**config.mk**
```make
export PLATFORM = sky130hd
export DESIGN_NAME = debug_reset_strategy_sequencer
export DESIGN_NICKNAME = d
export VERILOG_FILES = /design/src/include/reset_seq_pkg.sv /design/src/design/bit_sync.sv /design/src/design/debug_reset_strategy_sequencer.sv /design/src/design/link_rate_monitor.sv
export SDC_FILE = /design/constraint.sdc
export NUM_CORES = 1
export LEC_CHECK = 0
export BUFFER_PORTS_ARGS = -buffer_cell sky130_fd_sc_hd__buf_2
export CELL_PAD_IN_SITES_DETAIL_PLACEMENT = 0
export CELL_PAD_IN_SITES_GLOBAL_PLACEMENT = 1
export CORE_UTILIZATION = 47
export DETAILED_ROUTE_END_ITERATION = 8
export HOLD_SLACK_MARGIN = 0.03
export PLACE_DENSITY = 0.87
export SLEW_MARGIN = 10
export SYNTH_ARGS = -nofsm -noshare
export SYNTH_HDL_FRONTEND = slang
export SYNTH_SLANG_ARGS = --single-unit
```
**constraint.sdc**
```tcl
create_clock -name core_clk -period 7.25 [get_ports core_clk]
set_clock_uncertainty 0.1 [all_clocks]
set_input_delay 1.45 -clock core_clk [delete_from_list [all_inputs] [get_ports core_clk]]
set_output_delay 1.45 -clock core_clk [all_outputs]
set_load 0.1 [all_outputs]
```
**src/include/reset_seq_pkg.sv**
```systemverilog
// shared constants and types for the debug reset-and-halt sequencer
package reset_seq_pkg;

   // clock and timing
   localparam int CLK_PERIOD_NS = 8;
   localparam int CNT_W = 16;
   localparam int PIN_HOLD_NS = 20000;
   localparam logic [CNT_W-1:0] PIN_HOLD_CYC =
      CNT_W'((PIN_HOLD_NS + CLK_PERIOD_NS - 1) / CLK_PERIOD_NS);
   localparam int LINK_MIN_FREQ_KHZ = 1000;
   localparam int LINK_MAX_PERIOD_NS = 1000000 / LINK_MIN_FREQ_KHZ;
   localparam int RATE_W = 8;
   localparam logic [RATE_W-1:0] LINK_MAX_CYC = RATE_W'(LINK_MAX_PERIOD_NS / CLK_PERIOD_NS);

   // register bus
   localparam int REG_AW = 8;
   localparam int DW = 32;
   localparam logic [REG_AW-1:0] OFF_CTRL = 8'h00;
   localparam logic [REG_AW-1:0] OFF_STATUS = 8'h04;
   localparam logic [REG_AW-1:0] OFF_POLL_LIMIT = 8'h08;
   localparam logic [REG_AW-1:0] OFF_BOOT_WAIT = 8'h0c;
   localparam logic [REG_AW-1:0] OFF_WDOG_ADDR = 8'h10;
   localparam logic [REG_AW-1:0] OFF_WDOG_DATA = 8'h14;
   localparam logic [REG_AW-1:0] OFF_IRQ_STATUS = 8'h18;
   localparam logic [REG_AW-1:0] OFF_IRQ_CLEAR = 8'h1c;
   localparam logic [REG_AW-1:0] OFF_IRQ_ENABLE = 8'h20;
   localparam logic [REG_AW-1:0] OFF_LAST_RDATA = 8'h24;

   // control register fields
   localparam int CTRL_START_BIT = 0;
   localparam int CTRL_STRAT_LSB = 4;
   localparam int STRAT_W = 4;
   localparam int CTRL_SWD_BIT = 8;
   localparam int CTRL_BOOTROM_BIT = 9;

   // status register fields
   localparam int STAT_BUSY_BIT = 0;
   localparam int STAT_HALTED_BIT = 1;
   localparam int STAT_FAILED_BIT = 2;
   localparam int STAT_SLOW_BIT = 3;

   // interrupt bits
   localparam int IRQ_W = 3;
   localparam int IRQ_DONE = 0;
   localparam int IRQ_FAIL = 1;
   localparam int IRQ_SLOW = 2;

   // reset values
   localparam logic [CNT_W-1:0] POLL_LIMIT_DEF = 16'h0100;
   localparam logic [CNT_W-1:0] BOOT_WAIT_DEF = 16'h1000;

   // strategy numbers
   localparam logic [STRAT_W-1:0] STRAT_NORMAL = 4'h0;
   localparam logic [STRAT_W-1:0] STRAT_CORE = 4'h1;
   localparam logic [STRAT_W-1:0] STRAT_PIN = 4'h2;
   localparam logic [STRAT_W-1:0] STRAT_UNDER_RST = 4'h3;
   localparam logic [STRAT_W-1:0] STRAT_AFTER_BOOT = 4'h4;
   localparam logic [STRAT_W-1:0] STRAT_BEFORE_BOOT = 4'h5;
   localparam logic [STRAT_W-1:0] STRAT_WDOG_A = 4'h6;
   localparam logic [STRAT_W-1:0] STRAT_KERNEL = 4'h7;
   localparam logic [STRAT_W-1:0] STRAT_SYSTEM = 4'h8;
   localparam logic [STRAT_W-1:0] STRAT_BOOT_WDOG = 4'h9;
   localparam logic [STRAT_W-1:0] STRAT_WDOG_B = 4'ha;
   localparam logic [STRAT_W-1:0] STRAT_MAX = 4'ha;

   // target debug registers
   localparam logic [DW-1:0] ADDR_DEBUG_EXC_MON_CTRL = 32'he000edfc;
   localparam logic [DW-1:0] ADDR_APP_INT_RST_CTRL = 32'he000ed0c;
   localparam logic [DW-1:0] ADDR_DEBUG_HALT_CTRL_STATUS = 32'he000edf0;
   localparam logic [DW-1:0] CORE_RESET_VECTOR_CATCH = 32'h00000001;
   localparam logic [DW-1:0] RST_CTRL_KEY = 32'h05fa0000;
   localparam logic [DW-1:0] SYSTEM_RESET_REQUEST = 32'h00000004;
   localparam logic [DW-1:0] LOCAL_CORE_RESET_REQUEST = 32'h00000001;
   localparam logic [DW-1:0] HALT_CTRL_KEY = 32'ha05f0000;
   localparam logic [DW-1:0] HALT_DEBUG_EN = 32'h00000001;
   localparam logic [DW-1:0] HALT_REQUEST = 32'h00000002;
   localparam int RESET_STICKY_STATUS_BIT = 25;

   // sequencer states
   typedef enum logic [9:0] {
      S_IDLE = 10'h001,
      S_PIN = 10'h002,
      S_VC = 10'h004,
      S_RST = 10'h008,
      S_POLLHI = 10'h010,
      S_POLLLO = 10'h020,
      S_BOOT = 10'h040,
      S_HALT = 10'h080,
      S_CLRVC = 10'h100,
      S_WDOG = 10'h200
   } seq_state_t;

endpackage : reset_seq_pkg

```
**src/design/bit_sync.sv**
```systemverilog
// two-flop synchroniser for a group of inputs from outside the clock domain
`timescale 1ns/1ps
`default_nettype none
module bit_sync #(
   parameter int W = 1
) (
   // clock and reset
   input wire logic core_clk,
   input wire logic rst,
   // data
   input wire logic [W-1:0] din,
   output logic [W-1:0] dout
);
   typedef struct packed {
      logic [W-1:0] first;
      logic [W-1:0] second;
   } sync_t;

   sync_t s;
   sync_t n;

   // the first stage feeds the second stage only
   always_comb begin
      n.first = din;
      n.second = s.first;
   end

   always_ff @(posedge core_clk) begin
      if (rst) begin
         s <= '0;
      end else begin
         s <= n;
      end
   end

   assign dout = s.second;
endmodule : bit_sync
`default_nettype wire

```
**src/design/debug_reset_strategy_sequencer.sv**
```systemverilog
// reset-and-halt sequencer that drives target debug register accesses and the reset pin
//
// How it works
// - every strategy runs over either transport and ends with the target cpu halted.
// - strategy zero is the default and runs the strategy eight sequence unless boot rom handling is enabled.
// - the core reset vector catch is armed before any reset except on the boot rom path and in strategy three, so the core stops before application code.
// - a full reset sets the system reset request bit, resetting core and peripherals.
// - after a reset the reset sticky status is polled high, then low, and then the vector catch is cleared unless the boot rom path is taken.
// - strategy one resets only the core with the local core reset request, vector catch armed first.
// - strategy two pulls the reset pin low, with vector catch armed beforehand.
// - strategy three holds the reset pin low throughout the connection steps.
// - strategy four resets everything, lets the boot rom run, then halts before the application.
// - strategy five resets everything and halts at once, never letting the boot rom run.
// - strategy six runs the default sequence and then disables the watchdog.
// - strategy seven issues a system reset, lets the kernel run, then halts.
// - strategy nine resets, halts after the boot rom, disables the watchdog, and warns on a slow link.
// - strategy ten resets with vector catch armed and then disables the watchdog.
//
// Our own choices: the register addresses and the strobed register port.
`timescale 1ns/1ps
`default_nettype none
module debug_reset_strategy_sequencer
   import reset_seq_pkg::*;
(
   // clock and reset
   input wire logic core_clk,
   input wire logic rst,
   // register port
   input wire logic [REG_AW-1:0] regAddr,
   input wire logic [DW-1:0] regWdata,
   input wire logic regWr,
   input wire logic regRd,
   output logic [DW-1:0] regRdata,
   // target memory access, four-phase handshake to the transport engine
   output logic apReq,
   output logic apWrite,
   output logic [DW-1:0] apAddr,
   output logic [DW-1:0] apWdata,
   input wire logic apAck,
   input wire logic [DW-1:0] apRdata,
   output logic linkSwd,
   // link clock as seen on the pin
   input wire logic linkClk,
   // target reset pin, open drain
   output logic tgtResetOut,
   output logic tgtResetOe,
   // interrupt
   output logic irq
);
   localparam int SYNC_W = DW + 2;

   typedef struct packed {
      seq_state_t st;
      logic [STRAT_W-1:0] strat;
      logic swdSel;
      logic bootRom;
      logic [CNT_W-1:0] pollLimit;
      logic [CNT_W-1:0] bootWait;
      logic [DW-1:0] wdogAddr;
      logic [DW-1:0] wdogData;
      logic [IRQ_W-1:0] irqEn;
      logic [IRQ_W-1:0] irqStat;
      logic irq;
      logic [DW-1:0] rdData;
      logic req;
      logic waitAck;
      logic write;
      logic [DW-1:0] addr;
      logic [DW-1:0] wdata;
      logic [DW-1:0] lastRdata;
      logic [CNT_W-1:0] cnt;
      logic [CNT_W-1:0] pollCnt;
      logic rstOut;
      logic rstOe;
      logic vcArmed;
      logic bootPath;
      logic busy;
      logic halted;
      logic failed;
   } state_t;

   localparam state_t RESET_S = '{st: S_IDLE, pollLimit: POLL_LIMIT_DEF,
                                  bootWait: BOOT_WAIT_DEF, default: '0};

   state_t s;
   state_t n;
   logic [SYNC_W-1:0] syncOut;
   logic linkClkS;
   logic ackS;
   logic [DW-1:0] rdataS;
   logic slowLink;
   logic startReq;
   logic accDone;
   logic finish;
   logic fail;
   logic [IRQ_W-1:0] evSet;
   logic [IRQ_W-1:0] evClr;

   function automatic logic isAccess(input seq_state_t st);
      return (st == S_VC) || (st == S_RST) || (st == S_POLLHI) || (st == S_POLLLO) ||
             (st == S_HALT) || (st == S_CLRVC) || (st == S_WDOG);
   endfunction : isAccess

   function automatic logic needWdog(input logic [STRAT_W-1:0] strat);
      return (strat == STRAT_WDOG_A) || (strat == STRAT_BOOT_WDOG) || (strat == STRAT_WDOG_B);
   endfunction : needWdog

   function automatic logic bootStrat(input logic [STRAT_W-1:0] strat, input logic bootRom);
      return (strat == STRAT_AFTER_BOOT) || (strat == STRAT_KERNEL) ||
             (strat == STRAT_BOOT_WDOG) || ((strat == STRAT_NORMAL) && bootRom);
   endfunction : bootStrat

   function automatic logic [DW-1:0] accAddr(input seq_state_t st, input logic [DW-1:0] wdog);
      if ((st == S_VC) || (st == S_CLRVC)) begin
         return ADDR_DEBUG_EXC_MON_CTRL;
      end else if (st == S_RST) begin
         return ADDR_APP_INT_RST_CTRL;
      end else if (st == S_WDOG) begin
         return wdog;
      end
      return ADDR_DEBUG_HALT_CTRL_STATUS;
   endfunction : accAddr

   function automatic logic [DW-1:0] accData(input seq_state_t st,
                                             input logic [STRAT_W-1:0] strat,
                                             input logic [DW-1:0] wdog);
      if (st == S_VC) begin
         return CORE_RESET_VECTOR_CATCH;
      end else if (st == S_RST) begin
         if (strat == STRAT_CORE) begin
            return RST_CTRL_KEY | LOCAL_CORE_RESET_REQUEST;
         end
         return RST_CTRL_KEY | SYSTEM_RESET_REQUEST;
      end else if (st == S_HALT) begin
         return HALT_CTRL_KEY | HALT_REQUEST | HALT_DEBUG_EN;
      end else if (st == S_WDOG) begin
         return wdog;
      end
      return '0;
   endfunction : accData

   // ack, read data and the link clock all come from the transport clock domain
   bit_sync #(.W(SYNC_W)) u_sync (
      .core_clk(core_clk),
      .rst(rst),
      .din({linkClk, apAck, apRdata}),
      .dout(syncOut)
   );

   assign linkClkS = syncOut[SYNC_W-1];
   assign ackS = syncOut[DW];
   assign rdataS = syncOut[DW-1:0];

   link_rate_monitor u_rate (
      .core_clk(core_clk),
      .rst(rst),
      .linkClkSync(linkClkS),
      .slowLink(slowLink)
   );

   always_comb begin
      n = s;
      startReq = 1'b0;
      finish = 1'b0;
      fail = 1'b0;
      evSet = '0;
      evClr = '0;
      n.rdData = '0;
      n.rstOut = 1'b0;
      accDone = s.waitAck && !ackS;
      // register writes; only the control register is frozen while a sequence runs
      if (regWr) begin
         if (regAddr == OFF_CTRL) begin
            if (!s.busy) begin
               n.strat = regWdata[CTRL_STRAT_LSB +: STRAT_W];
               n.swdSel = regWdata[CTRL_SWD_BIT];
               n.bootRom = regWdata[CTRL_BOOTROM_BIT];
               startReq = regWdata[CTRL_START_BIT];
            end
         end else if (regAddr == OFF_POLL_LIMIT) begin
            n.pollLimit = regWdata[CNT_W-1:0];
         end else if (regAddr == OFF_BOOT_WAIT) begin
            n.bootWait = regWdata[CNT_W-1:0];
         end else if (regAddr == OFF_WDOG_ADDR) begin
            n.wdogAddr = regWdata;
         end else if (regAddr == OFF_WDOG_DATA) begin
            n.wdogData = regWdata;
         end else if (regAddr == OFF_IRQ_CLEAR) begin
            evClr = regWdata[IRQ_W-1:0];
         end else if (regAddr == OFF_IRQ_ENABLE) begin
            n.irqEn = regWdata[IRQ_W-1:0];
         end
      end
      // register reads, unmapped offsets read zero
      if (regRd) begin
         if (regAddr == OFF_CTRL) begin
            n.rdData[CTRL_STRAT_LSB +: STRAT_W] = s.strat;
            n.rdData[CTRL_SWD_BIT] = s.swdSel;
            n.rdData[CTRL_BOOTROM_BIT] = s.bootRom;
         end else if (regAddr == OFF_STATUS) begin
            n.rdData[STAT_BUSY_BIT] = s.busy;
            n.rdData[STAT_HALTED_BIT] = s.halted;
            n.rdData[STAT_FAILED_BIT] = s.failed;
            n.rdData[STAT_SLOW_BIT] = slowLink;
         end else if (regAddr == OFF_POLL_LIMIT) begin
            n.rdData[CNT_W-1:0] = s.pollLimit;
         end else if (regAddr == OFF_BOOT_WAIT) begin
            n.rdData[CNT_W-1:0] = s.bootWait;
         end else if (regAddr == OFF_WDOG_ADDR) begin
            n.rdData = s.wdogAddr;
         end else if (regAddr == OFF_WDOG_DATA) begin
            n.rdData = s.wdogData;
         end else if (regAddr == OFF_IRQ_STATUS) begin
            n.rdData[IRQ_W-1:0] = s.irqStat;
         end else if (regAddr == OFF_IRQ_ENABLE) begin
            n.rdData[IRQ_W-1:0] = s.irqEn;
         end else if (regAddr == OFF_LAST_RDATA) begin
            n.rdData = s.lastRdata;
         end
      end
      // four-phase handshake: raise req, drop on ack, done when ack falls
      if (isAccess(s.st)) begin
         if (!s.req && !s.waitAck) begin
            n.req = 1'b1;
            n.write = (s.st != S_POLLHI) && (s.st != S_POLLLO);
            n.addr = accAddr(s.st, s.wdogAddr);
            n.wdata = accData(s.st, s.strat, s.wdogData);
         end else if (s.req && ackS) begin
            n.req = 1'b0;
            n.waitAck = 1'b1;
            n.lastRdata = rdataS;
         end else if (accDone) begin
            n.waitAck = 1'b0;
         end
      end
      case (s.st)
         S_IDLE: begin
            if (startReq) begin
               n.busy = 1'b1;
               n.halted = 1'b0;
               n.failed = 1'b0;
               n.cnt = '0;
               n.pollCnt = '0;
               n.bootPath = bootStrat(n.strat, n.bootRom);
               if (n.strat > STRAT_MAX) begin
                  fail = 1'b1;
               end else if (n.strat == STRAT_UNDER_RST) begin
                  n.rstOe = 1'b1;
                  n.st = S_PIN;
               end else if (bootStrat(n.strat, n.bootRom)) begin
                  n.st = S_RST;
               end else begin
                  n.st = S_VC;
               end
               if ((n.strat == STRAT_BOOT_WDOG) && slowLink) begin
                  evSet[IRQ_SLOW] = 1'b1;
               end
            end
         end
         S_PIN: begin
            n.cnt = s.cnt + 16'h0001;
            if (s.cnt == PIN_HOLD_CYC - 16'h0001) begin
               n.cnt = '0;
               if (s.strat == STRAT_UNDER_RST) begin
                  n.st = S_VC;
               end else begin
                  n.rstOe = 1'b0;
                  n.st = S_POLLHI;
               end
            end
         end
         S_VC: begin
            if (accDone) begin
               n.vcArmed = 1'b1;
               if (s.strat == STRAT_UNDER_RST) begin
                  n.rstOe = 1'b0;
                  n.st = S_POLLHI;
               end else if (s.strat == STRAT_PIN) begin
                  n.rstOe = 1'b1;
                  n.st = S_PIN;
               end else begin
                  n.st = S_RST;
               end
            end
         end
         S_RST: begin
            if (accDone) begin
               n.st = S_POLLHI;
            end
         end
         S_POLLHI, S_POLLLO: begin
            if (accDone) begin
               n.pollCnt = s.pollCnt + 16'h0001;
               if ((s.st == S_POLLHI) && s.lastRdata[RESET_STICKY_STATUS_BIT]) begin
                  n.st = S_POLLLO;
               end else if ((s.st == S_POLLLO) && !s.lastRdata[RESET_STICKY_STATUS_BIT]) begin
                  n.st = s.bootPath ? S_BOOT : S_CLRVC;
               end else if (n.pollCnt >= s.pollLimit) begin
                  fail = 1'b1;
               end
            end
         end
         S_BOOT: begin
            // the boot rom or kernel runs freely for the programmed time
            n.cnt = s.cnt + 16'h0001;
            if (s.cnt >= s.bootWait) begin
               n.cnt = '0;
               n.st = S_HALT;
            end
         end
         S_HALT, S_CLRVC: begin
            if (accDone) begin
               if (s.st == S_CLRVC) begin
                  n.vcArmed = 1'b0;
               end
               if (needWdog(s.strat)) begin
                  n.st = S_WDOG;
               end else begin
                  finish = 1'b1;
               end
            end
         end
         S_WDOG: begin
            if (accDone) begin
               finish = 1'b1;
            end
         end
         default: begin
            n.st = S_IDLE;
         end
      endcase
      if (finish) begin
         n.st = S_IDLE;
         n.busy = 1'b0;
         n.halted = 1'b1;
         evSet[IRQ_DONE] = 1'b1;
      end
      if (fail) begin
         n.st = S_IDLE;
         n.busy = 1'b0;
         n.failed = 1'b1;
         n.rstOe = 1'b0;
         n.vcArmed = 1'b0;
         evSet[IRQ_FAIL] = 1'b1;
      end
      // a new event wins over a clear in the same cycle
      n.irqStat = (s.irqStat & ~evClr) | evSet;
      n.irq = |(n.irqStat & n.irqEn);
   end

   always_ff @(posedge core_clk) begin
      if (rst) begin
         s <= RESET_S;
      end else begin
         s <= n;
      end
   end

   assign regRdata = s.rdData;
   assign apReq = s.req;
   assign apWrite = s.write;
   assign apAddr = s.addr;
   assign apWdata = s.wdata;
   assign linkSwd = s.swdSel;
   assign tgtResetOut = s.rstOut;
   assign tgtResetOe = s.rstOe;
   assign irq = s.irq;

   vcBeforeReset_a: assert property (@(posedge core_clk) disable iff (rst)
      ($rose(s.req) && s.addr == ADDR_APP_INT_RST_CTRL && !s.bootPath) |-> s.vcArmed)
      else $error("reset issued without vector catch armed");
   sysReset_a: assert property (@(posedge core_clk) disable iff (rst)
      ($rose(s.req) && s.addr == ADDR_APP_INT_RST_CTRL && s.strat != STRAT_CORE)
      |-> s.wdata == (RST_CTRL_KEY | SYSTEM_RESET_REQUEST))
      else $error("full reset does not carry system reset request");
   coreReset_a: assert property (@(posedge core_clk) disable iff (rst)
      ($rose(s.req) && s.addr == ADDR_APP_INT_RST_CTRL && s.strat == STRAT_CORE)
      |-> s.wdata == (RST_CTRL_KEY | LOCAL_CORE_RESET_REQUEST))
      else $error("core reset does not carry local core reset request");
   pollOrder_a: assert property (@(posedge core_clk) disable iff (rst)
      (s.st == S_CLRVC && $past(s.st) != S_CLRVC) |-> $past(s.st) == S_POLLLO)
      else $error("vector catch cleared before reset status fell");
   pinHold_a: assert property (@(posedge core_clk) disable iff (rst)
      $rose(s.rstOe) |-> s.rstOe[*8])
      else $error("reset pin pulse too short");
   underReset_a: assert property (@(posedge core_clk) disable iff (rst)
      (s.strat == STRAT_UNDER_RST && s.st == S_VC) |-> s.rstOe)
      else $error("reset pin released during connect under reset");
   bootOnly_a: assert property (@(posedge core_clk) disable iff (rst)
      (s.st == S_BOOT) |-> s.strat != STRAT_BEFORE_BOOT && s.strat != STRAT_SYSTEM)
      else $error("boot rom allowed to run for a halt-at-once strategy");
   bootHalt_a: assert property (@(posedge core_clk) disable iff (rst)
      (s.st == S_BOOT && s.cnt >= s.bootWait) |=> s.st == S_HALT ##[1:300] $rose(s.req))
      else $error("no halt request after the boot rom ran");
   wdogOnly_a: assert property (@(posedge core_clk) disable iff (rst)
      (s.st == S_WDOG && s.req) |-> needWdog(s.strat) && s.addr == s.wdogAddr)
      else $error("watchdog step taken by the wrong strategy");
   pollFail_a: assert property (@(posedge core_clk) disable iff (rst)
      ((s.st == S_POLLHI || s.st == S_POLLLO) && accDone && fail)
      |=> s.st == S_IDLE && s.failed && !s.busy)
      else $error("poll limit did not end the sequence as failed");
   haltedAtEnd_a: assert property (@(posedge core_clk) disable iff (rst)
      ($fell(s.busy) && !s.failed) |-> s.halted && !s.rstOe)
      else $error("sequence ended without the cpu halted");
endmodule : debug_reset_strategy_sequencer
`default_nettype wire

```
**src/design/link_rate_monitor.sv**
```systemverilog
// measures the link clock period and flags a link slower than the minimum rate
`timescale 1ns/1ps
`default_nettype none
module link_rate_monitor
   import reset_seq_pkg::*;
(
   // clock and reset
   input wire logic core_clk,
   input wire logic rst,
   // synchronised link clock
   input wire logic linkClkSync,
   // result
   output logic slowLink
);
   typedef struct packed {
      logic prev;
      logic [RATE_W-1:0] cnt;
      logic slow;
   } rate_t;

   rate_t s;
   rate_t n;

   always_comb begin
      n = s;
      n.prev = linkClkSync;
      if (linkClkSync && !s.prev) begin
         n.slow = (s.cnt > LINK_MAX_CYC);
         n.cnt = '0;
      end else if (s.cnt <= LINK_MAX_CYC) begin
         n.cnt = s.cnt + 8'h01;
      end else begin
         // a stopped clock counts as slow too
         n.slow = 1'b1;
      end
   end

   always_ff @(posedge core_clk) begin
      if (rst) begin
         s <= '0;
      end else begin
         s <= n;
      end
   end

   assign slowLink = s.slow;
endmodule : link_rate_monitor
`default_nettype wire

```
==> results of run 1 <==
==> layout make-up <==
class | count | area (sq um)
multi-input combinational | 1313 | 7230
clock inverter | 10 | 80.1
sequential | 365 | 7310
clock buffer | 60 | 1190
inverter | 45 | 169
timing repair buffer | 193 | 1030
tap | 448 | 561
fill | 3176 | 15900
==> kinds of logic (layout without fill, tap and decap cells) <==
family	Yosys count	in the layout	share of synthesized area (%)
buffers and inverters	266	308	8.99
AND/OR/NAND/NOR	828	828	24.4
AO/OA/AOI/OAI	400	400	15.1
multiplexers	16	16	1.01
flip-flops	365	365	45.8
XOR/XNOR	31	31	1.70
other	1	1	0.0235
adder cells (fa/ha/maj)	37	37	2.90
==> report_power, final <==
part / total (uW) / leakage (uW) / switching [uW] / internal [uW]
sequential: 2100 / 0.00296 / 41.5 / 2060
clock: 1970 / 0.000633 / 829 / 1140
combinational: 546 / 0.00291 / 409 / 137
total: 4610 / 0.00650 / 1280 / 3330
==> final timing paths <==
check	start	endpoint	slack, ns
max	s[9]	s[279]	3.18
max reg2reg	s[9]	s[279]	3.18
min reg2reg	u_sync.dout[1]	s[40]	0.33
min	u_sync.dout[1]	s[40]	0.33
==> critical path, delay by kind of cell (launching register included) <==
| family | cells | cell delay [ns] |
|---|---|---|
| flops | 1 | 0.44 |
| fa+ha+maj | 1 | 0.28 |
| simple gates | 5 | 1.88 |
| compound gates | 4 | 1.03 |
| xor+xnor | 1 | 0.22 |
==> metrics by stage <==
stage          hold WS [ns]  utilization, %
6_report              0.328            52.5
5_1_grt               0.342            52.5
4_1_cts               0.331            52.5
3_5_place_dp          0.320            48.7
3_3_place_gp          0.318            48.7
2_1_floorplan         0.314               -
==> flip-flops by register name, indices dropped and copies added, names as in the netlist <==
register	cells
apAddr	32
apReq	1
apWdata	32
apWrite	1
irq	1
linkSwd	1
regRdata	32
s	186
tgtResetOe	1
u_rate.s	9
u_rate.slowLink	1
u_sync.dout	34
u_sync.n	34
==> routing by layer <==
metal / up-vias / track usage, %
li1: 6583 / -
met1: 6305 / 39.1
met2: 569 / 38.9
met3: 88 / 4.56
met4: 0 / 8.89
met5: - / 0
==> placed cells by master (no fill, tap or decap), types with 4 or more instances in the layout <==
cell / count
a211o_1: 4
a211oi_1: 23
a21o_1: 7
a21oi_1: 250
a221oi_1: 9
a222oi_1: 22
a22oi_1: 10
a311oi_1: 5
a31oi_1: 10
and3_1: 12
and4_1: 4
buf_2: 177
buf_4: 14
clkbuf_1: 10
clkbuf_16: 41
clkbuf_8: 9
clkinv_2: 8
dfxtp_1: 365
ha_1: 37
inv_1: 45
mux2i_1: 15
nand2_1: 377
nand2b_1: 11
nand3_1: 62
nand4_1: 16
nor2_1: 154
nor2_2: 4
nor2b_1: 78
nor3_1: 46
nor3b_1: 5
nor4_1: 8
nor4_4: 5
nor4b_1: 5
o211ai_1: 5
o21ai_0: 26
o22ai_1: 8
or3_1: 10
xnor2_1: 11
xor2_1: 20
==> metrics.yaml, run 1 <==
met2_length_um: 19500
crit_arrival_ns: 4.40
drt-vias-per-instance: 5.56
timing_hold_violations_final: 0
route.layer.met1.wl_um: 21900
setup.worst_path.end_class: "flop"
vias: 13545
timing.final.ws_setup_ns: 3.18
cellPowerDensity_mw_per_mm2: 263
synth.avg_cell_area_sq_um: 8.20
placement.setup.worst_slack_ns: 2.97
diodes: 0
timing.final.crit_period_ns: 4.07
layout-drive-gt1-share_pct: 14.3
drc: 2
library_cells_used_by_synthesis: 79
cap_viol_max_count: 0
tritoncts: "done"
synthesis.nets: 2059
setup-violations-final: 0
critical-path-slowest-cell: "nor4_1"
cts-root-to-sink-buffers: 3
chipWidth_um: 186
slew_headroom_pct: 31.2
ir_drop_mv: 0.162
die_h_um: 186
sort_of_element_at_the_start_of_the_critical_path: "flop"
hpwl_um: 32700
critical_path_peak_fanout: 11
place_congestion: 0.957
syn_inst: 1944
root_buffer: "clkbuf_16"
cts_hold_buffers: 0
globalRoute.totalOverflow: 0
crit_path_cell_trace: "nand3_1, nor4_1, nand3_1, xnor2_1, ha_1, a21o_1, a21o_1, a211oi_1, o32a_1, nand2_1, or3_1"
max_freq_mhz: 246
status: "complete, but fails checks"
power.static_leakage_uw: 0.00650
initialDrtViolationCount: 1335
worst_r2r_path_depth: 11
route.met3.wl_um: 3660
top_layer_used: "met4"
finalInstanceArea_sq_mm: 0.0176
initial_utilization_pct: 47.7
detail_route.wirelength_um: 46400
synthMostInstantiatedCell: "nand2_1"
clock_tree.htree_level_count: 2
number_of_global_route_vias_before_repair: 12272
finalCritPeriodShare_pct: 56.2
detailedRoute.firstPassIterationCount: 9
top_level_ports: 180
syn-cell-area_sq_mm: 0.0159
rsz0062_at_grt: "no"
io_buffers: 178
hold-path-cell-count: 2
fin_setup_tns_ns: 0
clk_latency_ns: 0.55
post-synth-top-area-cell: "dfxtp_1"
synth.ff_latch_count: 365
worstSetupPathType: "reg -> reg"
instances_no_fill: 2434
cts_resized: 0
cts_inserted_buffers: 40
post_drt_antenna_nets: 0
core.rowCount: 67
grt_first_pass_wirelength_um: 70800
post_synth_edffs: 0
max_slew.worst_pin.slew_ns: 1.02
antenna_found_initial: 0
dpl.cell_count: 2364
hold_path_class: "reg -> reg"
grt.total_usage_pct: 26.5
yosys_warnings: 0
synth-seq-area-share_pct: 45.8
die_area_sq_mm: 0.0347
largest_cells_by_area_after_synthesis: "dfxtp_1, nand2_1, a21oi_1"
cp_data_required_time_ns: 7.57
synth_commonest_cells: "nand2_1, dfxtp_1, a21oi_1"
layout.nets: 2073
synth_flop_cell: "dfxtp_1"
ys_async_sr_fraction_pct: 0
synth_largest_type_area_fraction_pct: 45.8
post-cts-setup-buffers: 0
report.final.slew_viol_count: 0
total_power_consumption_uw: 4610
grt_start_max_net_pins: 200
clk_pin_slew_worst_paths_ns: 0.06
layout-area-overhead-vs-synth_pct: 10.1
cts.sink_count: 365
failed_checks: "DRC"
placeableCoreArea_sq_mm: 0.0334
stage_delay_of_the_slowest_cell_on_the_critical_path_ns: 0.76
routed_wire_per_std_cell_um: 19.1
detailed_place.area_sq_mm: 0.0163
Note: power is estimated with default switching activity, not from simulation.
==> inputs of run 2 (changes only) <==
--- a/config.mk
+++ b/config.mk
@@ -8,10 +8,10 @@
 export BUFFER_PORTS_ARGS = -buffer_cell sky130_fd_sc_hd__buf_2
 export CELL_PAD_IN_SITES_DETAIL_PLACEMENT = 0
 export CELL_PAD_IN_SITES_GLOBAL_PLACEMENT = 1
-export CORE_UTILIZATION = 47
+export CORE_UTILIZATION = 40
 export DETAILED_ROUTE_END_ITERATION = 8
 export HOLD_SLACK_MARGIN = 0.03
-export PLACE_DENSITY = 0.87
+export PLACE_DENSITY = 0.79
 export SLEW_MARGIN = 10
 export SYNTH_ARGS = -nofsm -noshare
 export SYNTH_HDL_FRONTEND = slang
==> constraint.sdc (replaced) <==
create_clock -name core_clk -period 3.6 [get_ports core_clk]
set_clock_uncertainty 0.1 [all_clocks]
set_input_delay 0.72 -clock core_clk [delete_from_list [all_inputs] [get_ports core_clk]]
set_output_delay 0.72 -clock core_clk [all_outputs]
set_load 0.1 [all_outputs]
==> run 2 against run 1 <==
Net effect:
- critical endpoint is now irq
- die area up 17%
- non-clock buffer count up 29
- setup slack worse by 3.1 ns
- sequential share of layout area down 0.80 points
- via count up 0.35%
- cell count up 4.2%
- sequential power up 100%
- flip-flop and latch count unchanged
- highest routed layer unchanged
- the flow now finishes without violations
- global-route usage down 3.0 points
==> metrics.yaml, run 2 (synthesis gave the netlist of run 1 again) <==
status: "complete, no violations"
chipWidth_um: 202  # +8.3%
slew_headroom_pct: 22.3  # -8.9 points
crit_path_cell_trace: "ha_1, nand2_1, nor4_1, buf_4, nand3_1, xnor2_1, ha_1, nand4_1, a21oi_1, a211oi_1, o32a_1, buf_4, nand2_1, a221o_1"
ir_drop_mv: 0.312  # +93%
layout-area-overhead-vs-synth_pct: 12.3
seq_power_share_pct: 44.8  # -0.7 points
placeableCoreArea_sq_mm: 0.0390  # +17%
cellPowerDensity_mw_per_mm2: 527  # +100%
grt_first_pass_wirelength_um: 74200  # +4.8%
layout-drive-gt1-share_pct: 15.6  # +1.3 points
most_common_library_cell_in_the_layout_ignoring_fill_and_taps: "nand2_1"
initial_utilization_pct: 40.9  # -6.8 points
registers.top_by_ff_count: "s"
place_congestion: 0.946  # -1.1%
setup-violations-final: 0  # unchanged
die_area_sq_mm: 0.0407  # +17%
fin_setup_tns_ns: 0  # unchanged
initialDrtViolationCount: 1191  # -11%
cts_inserted_buffers: 40  # unchanged
tritoncts: "done"
cts-root-to-sink-buffers: 3  # unchanged
max_freq_mhz: 287  # +17%
layout.nets: 2102  # +1.4%
worstReg2RegStart: "s[7]"
timing_hold_violations_final: 0  # unchanged
critical_path_peak_fanout: 6  # -5
p_clk_share_pct: 43.3  # +0.7 points
timing.final.crit_period_ns: 3.48  # -0.589 ns
routed_wire_per_std_cell_um: 19.1  # +0.17%
drc: 0  # -2
root_buffer: "clkbuf_16"
detail_route.wirelength_um: 48500  # +4.4%
max_slew.worst_pin.slew_ns: 1.17  # +0.148 ns
fin_util_pct: 45.9  # -6.6 points
placement.setup.worst_slack_ns: 0.237  # -2.73 ns
report.final.slew_viol_count: 0  # unchanged
cts_hold_buffers: 0  # unchanged
clk_pin_slew_worst_paths_ns: 0.06  # about the same
worstSetupPathType: "reg -> reg"
diodes: 0  # unchanged
finalCritPeriodShare_pct: 96.7  # +41 points
detailedRoute.firstPassIterationCount: 8  # -1
detailed_place.area_sq_mm: 0.0166  # +1.7%
grt.total_usage_pct: 23.5  # -3.0 points
clock_tree.htree_level_count: 2  # unchanged
power.static_leakage_uw: 0.00665  # +2.4%
cap_viol_max_count: 0  # unchanged
number_of_global_route_vias_before_repair: 12635  # +3.0%
crit_arrival_ns: 3.82  # -0.58 ns
setup.worst_path.end_class: "flop"
total_power_consumption_uw: 9430  # +100%
globalRoute.totalOverflow: 0  # unchanged
clk_latency_ns: 0.56  # about the same
timing.reg2reg.setup_slack_ns: 0.12  # -3.06 ns
core.rowCount: 72  # +7.5%
p_sw_share_pct: 27.4  # -0.29 points
combinationalPowerShare_pct: 11.9  # about the same
timing.critical_path.to: "irq"
critical-path-slowest-cell: "dfxtp_1"
sort_of_element_at_the_start_of_the_critical_path: "flop"
io_buffers: 178  # unchanged
worst_r2r_path_depth: 14  # +3
antenna_found_initial: 0  # unchanged
most-common-layout-cells: "nand2_1, dfxtp_1, a21oi_1, buf_2, nor2_1"
vias: 13593  # +0.35%
crit_start: "s[7]"
die_h_um: 202  # +8.3%
timing.final.ws_setup_ns: 0.118  # -3.06 ns
finalInstanceArea_sq_mm: 0.0179  # +2.0%
cp_data_required_time_ns: 3.94  # -3.63 ns
drt-vias-per-instance: 5.36  # -3.7%
top_level_ports: 180  # unchanged
r2r_end: "irq"
hpwl_um: 35200  # +7.5%
post_drt_antenna_nets: 0  # unchanged
hold_path_class: "in -> reg"
stage_delay_of_the_slowest_cell_on_the_critical_path_ns: 0.42  # -0.34 ns
cts.sink_count: 365  # unchanged
internal_power_uw: 6840  # +110%
grt_start_max_net_pins: 101  # -50%
netSwitchingPower_uw: 2590  # +100%
largest_register_ffs: 186  # unchanged
==> run 2: worst min-delay path by stage <==
stage,startpoint,endpoint,slack (ns),cells after the start
2_1_floorplan,u_sync.n[0],u_sync.dout[0],0.31,1
3_3_place_gp,u_sync.n[31],u_sync.dout[31],0.32,1
3_5_place_dp,u_sync.n[6],u_sync.dout[6],0.32,1
4_1_cts,apRdata[5],u_sync.n[5],0.24,2
5_1_grt,apRdata[13],u_sync.n[13],0.25,2
6_report,apRdata[11],u_sync.n[11],0.27,2
==> run 2: timing repair <==
action	CTS	global route
buffers inserted	0	1
endpoints found under the hold margin	0	0
setup endpoints to repair	0	1
gates resized for setup	0	1
==> run 2: final cells by class <==
class	count	area [sq um]
repair buffers	222	1230
fillers	3913	21100
multi-input cells	1313	7230
well taps	518	648
clock buffers	61	1180
flip-flops and latches	365	7310
clock inverters	13	131
inverters	45	169
==> run 2: stage by stage <==
step           hold slack (ns)  std cells
6_report                 0.267       2537
5_1_grt                  0.254       2537
4_1_cts                  0.241       2536
3_5_place_dp             0.321       2462
3_3_place_gp             0.324       2462
2_1_floorplan            0.314       1944
==> run 2: per-layer routing <==
| layer | track usage, % | vias up | routed length (um) |
|---|---|---|---|
| li1 | - | 6634 | - |
| met3 | 4.28 | 72 | 3600 |
| met4 | 8.60 | 0 | 1320 |
| met2 | 35.6 | 515 | 21000 |
| met1 | 33.2 | 6372 | 22600 |
| met5 | 0 | - | 0 |
==> run 2: power groups by stage <==
| stage | Sequential [uW] | Clock [uW] | Combinational (uW) |
|---|---|---|---|
| 6_report | 4230 | 4080 | 1120 |
| 2_1_floorplan | 4320 | 0 | 920 |
| 3_3_place_gp | 4320 | 0 | 1110 |
| 3_5_place_dp | 4320 | 0 | 1110 |
| 5_1_grt | 4240 | 4350 | 1190 |
| 4_1_cts | 4230 | 4170 | 1120 |
==> run 2: worst max-delay path, delay by kind of cell, from the launching register on <==
kind / cells / cell delay (ns)
buffers and inverters: 2 / 0.35
flip-flops: 1 / 0.42
AO/OA/AOI/OAI: 4 / 0.96
AND/OR/NAND/NOR: 5 / 0.70
adder cells (fa/ha/maj): 2 / 0.58
XOR/XNOR: 1 / 0.25
